**config.mk**
```make
export PLATFORM = sky130hd
export DESIGN_NAME = pblp_port
export DESIGN_NICKNAME = d
export VERILOG_FILES = /design/src/design/pblp_pkg.sv /design/src/design/pblp_port.sv
export VERILOG_INCLUDE_DIRS = /design/src /design/src/design
export SDC_FILE = /design/constraint.sdc
export NUM_CORES = 1
export LEC_CHECK = 0
export BUFFER_PORTS_ARGS = -buffer_cell sky130_fd_sc_hd__buf_2
export CAP_MARGIN = 20
export CORE_ASPECT_RATIO = 0.75
export CORE_MARGIN = 10
export CORE_UTILIZATION = 35
export DETAILED_ROUTE_END_ITERATION = 16
export GPL_ROUTABILITY_DRIVEN = 0
export SYNTH_ARGS = -nofsm -noshare
export SYNTH_HDL_FRONTEND = slang
export SYNTH_SLANG_ARGS = --single-unit
```
**constraint.sdc**
```tcl
create_clock -name pclk -period 2.45 [get_ports pclk]
set_input_delay 0.1225 -clock pclk [delete_from_list [all_inputs] [get_ports pclk]]
set_output_delay 0.1225 -clock pclk [all_outputs]
set_load 0.01 [all_outputs]
```
**src/design/pblp_defs.svh**
```systemverilog
// Constants for the buffer link port: offsets, reset values, field bits.
// Assumes it is included by the package and by the top module only.
`ifndef PBLP_DEFS_SVH
`define PBLP_DEFS_SVH

// ==========================================
// Register map
`define PBLP_OFS_CTRL   8'h00
`define PBLP_OFS_ACK    8'h04
`define PBLP_OFS_RSTAT  8'h08
`define PBLP_OFS_REWIND 8'h0c
`define PBLP_OFS_STATUS 8'h10
`define PBLP_CTRL_RST   5'h10

// ==========================================
// Stream fields
`define PBLP_KEEP_ALL   8'hff
`define PBLP_USR_ABORT  0
`define PBLP_USR_CRF    1
`define PBLP_MASK_SHORT 6'h1f
`define PBLP_MASK_LONG  6'h3f

`endif

```
**src/design/pblp_pkg.sv**
```systemverilog
// Types shared by the buffer link port.
// Assumes the constants header sits beside it.
package pblp_pkg;
  `include "pblp_defs.svh"

  typedef struct packed {
    logic [63:0] data;
    logic [7:0]  keep;
    logic        last;
    logic [7:0]  user;
  } pblp_beat_type;

  typedef struct packed {
    logic pll_rst;
    logic long_mode;
    logic crf_en;
    logic host;
    logic master_en;
  } pblp_ctrl_type;

  typedef struct packed {
    logic [8:0] rsvd;
    logic [7:0] abort_cnt;
    logic       qlock;
    logic       plock;
    logic       flow;
    logic [5:0] buf_stat;
    logic [5:0] next_id;
  } pblp_status_type;

  typedef struct packed {
    logic          pready;
    logic          pslverr;
    logic [31:0]   prdata;
    pblp_ctrl_type ctrl;
    logic [5:0]    last_ack;
    logic [5:0]    rcvd_stat;
    logic [5:0]    next_id;
    logic          rewind;
    logic [7:0]    abort_cnt;
    logic          plock_s1;
    logic          plock_s2;
    logic          qlock_s1;
    logic          qlock_s2;
    pblp_beat_type rx;
    logic          rx_valid;
    logic          rx_first;
    logic          tx_ready;
    logic          tx_first;
  } pblp_st_type;
endpackage : pblp_pkg

```
**src/design/pblp_port.sv**
```systemverilog
// Link-side port between packet buffer and physical layer.
// Assumes APB master on pclk, buffer logic on pclk,
// PLL lock levels from other domains.
`timescale 1ns/1ps
`include "pblp_defs.svh"

module pblp_port (
  // Clock, reset, enable
  input  wire logic                    pclk,
  input  wire logic                    presetn,
  input  wire logic                    ce,
  // APB slave
  input  wire logic                    psel,
  input  wire logic                    penable,
  input  wire logic                    pwrite,
  input  wire logic [7:0]              paddr,
  input  wire logic [31:0]             pwdata,
  output logic                         pready,
  output logic [31:0]                  prdata,
  output logic                         pslverr,
  // Transmit stream from buffer
  input  wire logic                    tx_valid,
  output logic                         tx_ready,
  input  wire pblp_pkg::pblp_beat_type tx_beat,
  // Receive stream toward buffer
  output logic                         rx_valid,
  input  wire logic                    rx_ready,
  output pblp_pkg::pblp_beat_type      rx_beat,
  // Link state toward buffer
  output logic                         master_enable,
  output logic                         host_mode,
  output logic                         long_symbol_mode,
  output logic                         rewind_request,
  output logic [5:0]                   next_send_identifier,
  output logic [5:0]                   last_ack_identifier,
  output logic [5:0]                   partner_buffer_status,
  // State from buffer
  input  wire logic [5:0]              local_buffer_status,
  input  wire logic                    tx_flow_control,
  // Shared PLL hookups
  input  wire logic                    pll0_clk,
  input  wire logic                    pll0_refclk,
  input  wire logic                    pll1_clk,
  input  wire logic                    pll1_refclk,
  input  wire logic                    pll0_locked,
  input  wire logic                    quad_pll_clock,
  input  wire logic                    quad_pll_refclk,
  input  wire logic                    quad_pll_locked,
  output logic                         shared_pll_reset
);
  import pblp_pkg::*;

  // ==========================================
  // State
  pblp_st_type     q;
  pblp_st_type     d;
  pblp_status_type stat;
  logic [5:0]      id_mask;
  logic            setup;
  logic            acc;
  logic            tx_fire;
  logic            rx_fire;
  logic            mapped;

  // Identifier width follows the symbol mode
  assign id_mask = q.ctrl.long_mode ? `PBLP_MASK_LONG : `PBLP_MASK_SHORT;
  assign setup   = psel && !penable && !q.pready;
  assign acc     = psel && penable && q.pready;
  assign tx_fire = tx_valid && q.tx_ready;
  assign rx_fire = q.rx_valid && rx_ready;
  assign mapped  = (paddr == `PBLP_OFS_CTRL) || (paddr == `PBLP_OFS_ACK) ||
                   (paddr == `PBLP_OFS_RSTAT) || (paddr == `PBLP_OFS_REWIND) ||
                   (paddr == `PBLP_OFS_STATUS);

  always_comb begin
    stat           = '0;
    stat.abort_cnt = q.abort_cnt;
    stat.qlock     = q.qlock_s2;
    stat.plock     = q.plock_s2;
    stat.flow      = tx_flow_control;
    stat.buf_stat  = local_buffer_status;
    stat.next_id   = q.next_id;
  end

  // ==========================================
  // Next state
  always_comb begin
    d          = q;
    d.rewind   = 1'b0;
    d.pready   = 1'b0;
    d.pslverr  = 1'b0;
    // Lock levels cross from the PLL domains
    d.plock_s1 = pll0_locked;
    d.plock_s2 = q.plock_s1;
    d.qlock_s1 = quad_pll_locked;
    d.qlock_s2 = q.qlock_s1;

    // Receive side drains; one-beat hold keeps ready a flop
    if (rx_fire) begin
      d.rx_valid = 1'b0;
      d.tx_ready = 1'b1;
    end
    // Beats loop back; half rate traded for flop-driven ready
    if (tx_fire) begin
      d.rx_valid = 1'b1;
      d.tx_ready = 1'b0;
      d.rx_first = q.tx_first;
      d.tx_first = tx_beat.last;
      d.rx.data  = tx_beat.data;
      d.rx.last  = tx_beat.last;
      d.rx.keep  = tx_beat.last ? tx_beat.keep : `PBLP_KEEP_ALL;
      d.rx.user  = '0;
      if (q.tx_first && q.ctrl.crf_en) begin
        d.rx.user[`PBLP_USR_CRF] = tx_beat.user[`PBLP_USR_CRF];
      end
      if (tx_beat.last) begin
        if (tx_beat.user[`PBLP_USR_ABORT]) begin
          // Aborted packet is dropped downstream, id not consumed
          d.rx.user[`PBLP_USR_ABORT] = 1'b1;
          d.abort_cnt = q.abort_cnt + 8'h01;
        end else begin
          d.next_id = (q.next_id + 6'h01) & id_mask;
        end
      end
    end

    // APB: answer one cycle after setup
    if (setup) begin
      d.pready  = 1'b1;
      d.pslverr = !mapped;
      d.prdata  = '0;
      if (!pwrite) begin
        case (paddr)
          `PBLP_OFS_CTRL:   d.prdata = {27'h0000000, q.ctrl};
          `PBLP_OFS_ACK:    d.prdata = {26'h0000000, q.last_ack};
          `PBLP_OFS_RSTAT:  d.prdata = {26'h0000000, q.rcvd_stat};
          `PBLP_OFS_REWIND: d.prdata = {26'h0000000, q.next_id};
          `PBLP_OFS_STATUS: d.prdata = stat;
          default:          d.prdata = '0;
        endcase
      end
    end
    if (acc && pwrite) begin
      case (paddr)
        `PBLP_OFS_CTRL:   d.ctrl = pblp_ctrl_type'(pwdata[4:0]);
        `PBLP_OFS_ACK:    d.last_ack = pwdata[5:0] & id_mask;
        `PBLP_OFS_RSTAT:  d.rcvd_stat = pwdata[5:0];
        `PBLP_OFS_REWIND: begin
          // Rewind wins over a packet ending in the same cycle
          d.next_id = pwdata[5:0] & id_mask;
          d.rewind  = 1'b1;
        end
        default: d.rewind = q.rewind & 1'b0;
      endcase
    end
    // A drop to short mode must not leave a stale sixth identifier bit
    if (!d.ctrl.long_mode) begin
      d.next_id  = d.next_id & `PBLP_MASK_SHORT;
      d.last_ack = d.last_ack & `PBLP_MASK_SHORT;
    end
  end

  // ==========================================
  // Registers
  always_ff @(posedge pclk or negedge presetn) begin
    if (!presetn) begin
      q          <= '0;
      q.ctrl     <= pblp_ctrl_type'(`PBLP_CTRL_RST);
      q.tx_ready <= 1'b1;
      q.tx_first <= 1'b1;
    end else if (ce) begin
      q <= d;
    end
  end

  // ==========================================
  // Outputs
  assign pready                = q.pready;
  assign prdata                = q.prdata;
  assign pslverr               = q.pslverr;
  assign tx_ready              = q.tx_ready;
  assign rx_valid              = q.rx_valid;
  assign rx_beat               = q.rx;
  assign master_enable         = q.ctrl.master_en;
  assign host_mode             = q.ctrl.host;
  assign long_symbol_mode      = q.ctrl.long_mode;
  assign rewind_request        = q.rewind;
  assign next_send_identifier  = q.next_id;
  assign last_ack_identifier   = q.last_ack;
  assign partner_buffer_status = q.rcvd_stat;
  assign shared_pll_reset      = q.ctrl.pll_rst;

  // ==========================================
  // Checks
  a_keep_full: assert property (@(posedge pclk) disable iff (!presetn)
    q.rx_valid && !q.rx.last |-> q.rx.keep == `PBLP_KEEP_ALL)
    else $error("receive beat not full before last");

  a_beat_hold: assert property (@(posedge pclk) disable iff (!presetn || !ce)
    q.rx_valid && !rx_ready |=> q.rx_valid && $stable(q.rx))
    else $error("receive beat changed before taken");

  a_ready_drop: assert property (@(posedge pclk) disable iff (!presetn || !ce)
    tx_fire |=> !q.tx_ready && q.rx_valid)
    else $error("transmit beat not held after accept");

  a_crf_first: assert property (@(posedge pclk) disable iff (!presetn)
    q.rx_valid && q.rx.user[`PBLP_USR_CRF] |-> q.rx_first)
    else $error("critical flag off first beat");

  a_abort_count: assert property (@(posedge pclk) disable iff (!presetn || !ce)
    tx_fire && tx_beat.last && tx_beat.user[`PBLP_USR_ABORT]
    |=> q.abort_cnt == $past(q.abort_cnt) + 8'h01 && q.rx.user[`PBLP_USR_ABORT])
    else $error("aborted packet not counted");

  a_next_step: assert property (@(posedge pclk) disable iff (!presetn || !ce)
    tx_fire && tx_beat.last && !tx_beat.user[`PBLP_USR_ABORT] && !(acc && pwrite)
    |=> q.next_id == (($past(q.next_id) + 6'h01) & $past(id_mask)))
    else $error("next identifier did not step");

  a_id_short: assert property (@(posedge pclk) disable iff (!presetn)
    !q.ctrl.long_mode && !$past(q.ctrl.long_mode) |-> !q.next_id[5])
    else $error("short identifier overflowed");

  a_rewind_pulse: assert property (@(posedge pclk) disable iff (!presetn || !ce)
    acc && pwrite && paddr == `PBLP_OFS_REWIND
    |=> q.rewind ##1 !q.rewind)
    else $error("rewind not a single pulse");

  a_ack_write: assert property (@(posedge pclk) disable iff (!presetn || !ce)
    acc && pwrite && paddr == `PBLP_OFS_ACK
    |=> q.last_ack == ($past(pwdata[5:0]) & $past(id_mask)))
    else $error("acknowledged identifier not stored");

  a_apb_answer: assert property (@(posedge pclk) disable iff (!presetn || !ce)
    setup |=> q.pready ##1 !q.pready)
    else $error("bus answer not one cycle");

  // ==========================================
  // Register bus checks
  a_ctrl_write: assert property (@(posedge pclk) disable iff (!presetn || !ce)
    acc && pwrite && paddr == `PBLP_OFS_CTRL |=> q.ctrl == $past(pwdata[4:0]))
    else $error("control word not stored");

  a_master_follow: assert property (@(posedge pclk) disable iff (!presetn || !ce)
    acc && pwrite && paddr == `PBLP_OFS_CTRL |=> master_enable == $past(pwdata[0]))
    else $error("master enable not driven");

  a_host_follow: assert property (@(posedge pclk) disable iff (!presetn || !ce)
    acc && pwrite && paddr == `PBLP_OFS_CTRL |=> host_mode == $past(pwdata[1]))
    else $error("host bit not driven");

  a_rstat_write: assert property (@(posedge pclk) disable iff (!presetn || !ce)
    acc && pwrite && paddr == `PBLP_OFS_RSTAT |=> q.rcvd_stat == $past(pwdata[5:0]))
    else $error("partner status not stored");

  a_rewind_load: assert property (@(posedge pclk) disable iff (!presetn || !ce)
    acc && pwrite && paddr == `PBLP_OFS_REWIND |=> q.next_id == ($past(pwdata[5:0]) & $past(id_mask)))
    else $error("rewind identifier not loaded");

  a_rewind_only: assert property (@(posedge pclk) disable iff (!presetn || !ce)
    !(acc && pwrite && paddr == `PBLP_OFS_REWIND) |=> !q.rewind)
    else $error("rewind without request");

  a_err_unmapped: assert property (@(posedge pclk) disable iff (!presetn || !ce)
    setup && !mapped |=> q.pslverr)
    else $error("unmapped access not refused");

  a_err_mapped: assert property (@(posedge pclk) disable iff (!presetn || !ce)
    setup && mapped |=> !q.pslverr)
    else $error("mapped access refused");

  a_rdata_write: assert property (@(posedge pclk) disable iff (!presetn || !ce)
    setup && pwrite |=> q.prdata == '0)
    else $error("read data on write");

  a_read_ack: assert property (@(posedge pclk) disable iff (!presetn || !ce)
    setup && !pwrite && paddr == `PBLP_OFS_ACK |=> q.prdata == 32'($past(q.last_ack)))
    else $error("acknowledged identifier read wrong");

  a_read_ctrl: assert property (@(posedge pclk) disable iff (!presetn || !ce)
    setup && !pwrite && paddr == `PBLP_OFS_CTRL |=> q.prdata == 32'($past(q.ctrl)))
    else $error("control read wrong");

  a_read_aborts: assert property (@(posedge pclk) disable iff (!presetn || !ce)
    setup && !pwrite && paddr == `PBLP_OFS_STATUS |=> q.prdata[22:15] == $past(q.abort_cnt))
    else $error("abort count read wrong");

  a_idle_quiet: assert property (@(posedge pclk) disable iff (!presetn || !ce)
    !psel |=> !q.pready)
    else $error("answer without select");

  // ==========================================
  // Stream checks
  a_rx_clear: assert property (@(posedge pclk) disable iff (!presetn || !ce)
    rx_fire |=> !q.rx_valid && q.tx_ready)
    else $error("receive beat not released");

  a_ready_excl: assert property (@(posedge pclk) disable iff (!presetn)
    q.rx_valid |-> !q.tx_ready)
    else $error("ready while beat pending");

  a_user_rsvd: assert property (@(posedge pclk) disable iff (!presetn)
    q.rx_valid |-> q.rx.user[7:2] == '0)
    else $error("reserved sideband bits set");

  a_abort_last: assert property (@(posedge pclk) disable iff (!presetn)
    q.rx_valid && q.rx.user[`PBLP_USR_ABORT] |-> q.rx.last)
    else $error("abort off last beat");

  a_data_pass: assert property (@(posedge pclk) disable iff (!presetn || !ce)
    tx_fire |=> q.rx.data == $past(tx_beat.data))
    else $error("beat data altered");

  a_last_pass: assert property (@(posedge pclk) disable iff (!presetn || !ce)
    tx_fire |=> q.rx.last == $past(tx_beat.last))
    else $error("beat end marker altered");

  a_keep_last: assert property (@(posedge pclk) disable iff (!presetn || !ce)
    tx_fire && tx_beat.last |=> q.rx.keep == $past(tx_beat.keep))
    else $error("last beat lanes altered");

  a_abort_hold: assert property (@(posedge pclk) disable iff (!presetn || !ce)
    tx_fire && tx_beat.last && tx_beat.user[`PBLP_USR_ABORT] && !(acc && pwrite)
    |=> q.next_id == $past(q.next_id))
    else $error("aborted packet used identifier");

  a_count_hold: assert property (@(posedge pclk) disable iff (!presetn || !ce)
    !(tx_fire && tx_beat.last && tx_beat.user[`PBLP_USR_ABORT]) |=> q.abort_cnt == $past(q.abort_cnt))
    else $error("abort count moved");

  a_crf_gate: assert property (@(posedge pclk) disable iff (!presetn || !ce)
    tx_fire && !q.ctrl.crf_en |=> !q.rx.user[`PBLP_USR_CRF])
    else $error("critical flag while disabled");

  a_ack_mask: assert property (@(posedge pclk) disable iff (!presetn)
    !q.ctrl.long_mode |-> !q.last_ack[5])
    else $error("short acknowledged identifier overflowed");

endmodule : pblp_port

```
==> summary.md <==
| Metric | Value |
|---|---|
| R2R Path Start | pready |
| Leakage Power | 4.90 nW |
| Initial Util | 0.361 |
| Initial antenna violation count | 0 |
| Crit path required time | 2.74 ns |
| CP startpoint kind | flop |
| Core area | 18700 sq um |
| Final Skew | 0.0104 ns |
| Synth Area in Compound Gates | 0.0714 |
| Synthesized area per cell | 9.69 sq um |
| Post-synth EDFFs | 0 |
| # port buffers | 230 |
| Largest net degree at the start of global routing | 83 |
| Drt initial violations | 226 |
| Synth cell count leaders | nand2_1 (225), dfrtp_1 (136), buf_4 (131) |
| Max Cap Viol | 0 |
| Crit path kind | reg -> reg |
| Area growth syn-to-layout | 29.9% |
| Worst-margin pin slew | 0.856 ns |
| Vias in the first global route | 5667 |
| Internal power | 4.17 mW |
| Root Driver | clkbuf_16 |
| Multiplexer share of the synthesized area | 0.0470 |
| Grt total ovfl | 0 |
| Main area contributors after synthesis | dfrtp_1 (51%), buf_4 (15%), nand2_1 (13%) |
| Worst-path maximum fanout | 6 |
| Fill cells | 1750 |
| Seq pwr share | 0.430 |
| Die ar. | 25200 sq um |
| Multi-input logic area | 2140 sq um |
| Slew HR | 0.429 |
| Fin crit share | 0.761 |
| Status | complete, no violations |
| CTS tree | built |
| Net switching power of the design | 1.27 mW |
| Via count | 5190 |
| Top_reg_cell synth | dfrtp_1 |
| Post-synthesis cell area | 6730 sq um |
| Synth Area in XOR/XNOR | 0.00911 |
| WL/cell | 16.1 um |
| Power per Cell Area | 623 nW/um^2 |
| Most common cell in the netlist | nand2_1 |
| Simple-gate portion of the synthesized area | 0.178 |
| Final Hold Fails | 0 |
| TNS Setup | 0 ns |
| Register area | 3480 sq um |
| # DRC | 0 |
| Synth warn | 0 |
| Final Critical Period | 1.87 ns |
| Slew Viols, Final | 0 |
| Layout cell share with drive strength beyond 1 | 0.352 |
| Die Ht | 140 um |
| FF+latch count, synth | 139 |
| Via/cell ratio | 4.48 |
| First-pass GRT wire length | 30200 um |
| Skew-Pair Late Insertion Delay | 0.42 ns |
| Synth unique cells | 44 |
| Yosys top cell by area | dfrtp_1 |
| Worst Hold Class | in -> reg |
| GRT Overall Usage | 0.147 |
| Min-delay src | pwdata[3] |
| Post-layout util | 0.468 |
| Htree depth | 4 |
| Max frequency | 536 MHz |
| Ant diodes | 0 |
| I/O pins | 284 |
| Max VDD drop | 0.377 mV |
| Crit. End Element | flop |
| Cells after synthesis | 695 |
| Reg clk slew, reported paths | 0.06 ns |
| Routed wire length | 18700 um |
| DR pass1 iterations | 5 |
| Hpwl dp | 12900 um |
| Largest family of logic cells by synthesized area | simple AND/OR/NAND/NOR gates |
| Comb power frac | 0.072 |
| Final setup fails | 0 |
| Net Sw Frac | 0.234 |
| Clock sinks | 139 |
| RSZ-0062 raised after global routing | no |
| Number of buffers created by CTS | 17 |
| Nets@finish | 1044 |
| Post-synthesis sequential area ratio | 0.517 |
| Area share of fa/ha/maj cells after synthesis | 0.00372 |
| Die X | 180 um |
| Crit. Startpoint | pready |
| Rows | 43 |
| CTS max path bufs | 2 |
| Arr. time, crit path | 2.16 ns |
| Synth top area share | 0.506 |
| Clk pwr share | 0.498 |
| Ys async rst share | 1.00 |
| Post-detailed-route count of antenna-violating nets | 0 |
## sequential cells by signal (all words and copies together), names as in the netlist, 2 cells and up
| name | cells |
|---|---|
| last_ack_identifier | 6 |
| partner_buffer_status | 6 |
| prdata | 23 |
| q | 12 |
| next_send_identifier | 6 |
| rx_beat | 75 |
| d | 2 |
## layer usage
layer  wire length (um)  global-route usage  vias to the layer above
li1                   -                   -                     2520
met5                  0                   0                        -
met3               1700              0.0644                       19
met1               8230               0.177                     2455
met2               8430               0.230                      196
met4                329              0.0495                        0
## path summary, 6_finish.rpt
path | endpoint | slack (ns) | depth (start not counted)
min in group asynchronous | prdata[12] | 0.24 | 2
worst min-delay path | last_ack_identifier[3] | 0.02 | 2
worst max register to register | partner_buffer_status[3] | 0.58 | 4
worst max-delay path | partner_buffer_status[3] | 0.58 | 4
max in group asynchronous | tx_ready | 1.42 | 3
worst min register to register | q[0] | 0.46 | 2
## critical path, cell delays in order, from the launching register on
cell     delay [ns]
dfrtp_1        0.38
and4_1         0.32
nand4_4        0.16
nor3b_2        0.50
mux2_2         0.40
## cells in the final DEF (no fill, tap or decap), types with 15 or more instances in the layout
| cell | Yosys | layout |
|---|---|---|
| conb_1 | 1 | 15 |
| dfrtp_1 | 136 | 136 |
| nand2_1 | 225 | 225 |
| nor2_1 | 20 | 20 |
| dlygate4sd3_1 | 0 | 89 |
| mux2_2 | 21 | 21 |
| o21ai_0 | 16 | 16 |
| clkbuf_16 | 0 | 17 |
| buf_2 | 0 | 229 |
| a22o_2 | 16 | 16 |
## final cells by class
type / count / area share
clock buffer: 18 / 0.0502
tap: 247 / 0.0353
timing repair buffer: 328 / 0.245
clock inverter: 14 / 0.0209
sequential: 139 / 0.398
multi-input combinational: 399 / 0.245
inverter: 13 / 0.00558
## power groups by stage
stage / Sequential, mW / Clock [mW] / Combinational [mW]
floorplan: 2.38 / 0 / 0.127
global placement: 2.38 / 0 / 0.275
detailed placement: 2.39 / 0 / 0.276
CTS: 2.34 / 2.78 / 0.390
global route: 2.35 / 2.89 / 0.435
finish: 2.34 / 2.72 / 0.390
## cell families (layout without fill, tap and decap cells)
logic type	Yosys count	after routing
compound gates	69	69
xor+xnor	7	7
simple gates	277	277
flops	139	139
mux	29	29
fa+ha+maj	2	2
buf+inv	171	373
other cells	1	15
## metrics by stage
| stage | power [mW] | instance area, sq um | cells | setup slack, ns | hold WS [ns] |
|---|---|---|---|---|---|
| after detailed placement | 2.66 | 7230 | 1037 | 0.494 | 0.129 |
| final | 5.45 | 8740 | 1158 | 0.585 | 0.0241 |
| after CTS | 5.51 | 8740 | 1158 | 0.568 | 0.000989 |
| after global routing | 5.67 | 8740 | 1158 | 0.456 | 0.00733 |
| after floorplan | 2.51 | 6780 | 709 | 0.764 | -0.173 |
| after global placement | 2.66 | 7230 | 1037 | 0.537 | 0.133 |
## what timing repair did
action                    in CTS  in global routing
hold endpoints to repair     149                  0
resized for setup              0                  0
hold buffers                  89                  0
buffers inserted               0                  0
No activity file was read; power rests on OpenSTA's default activity.
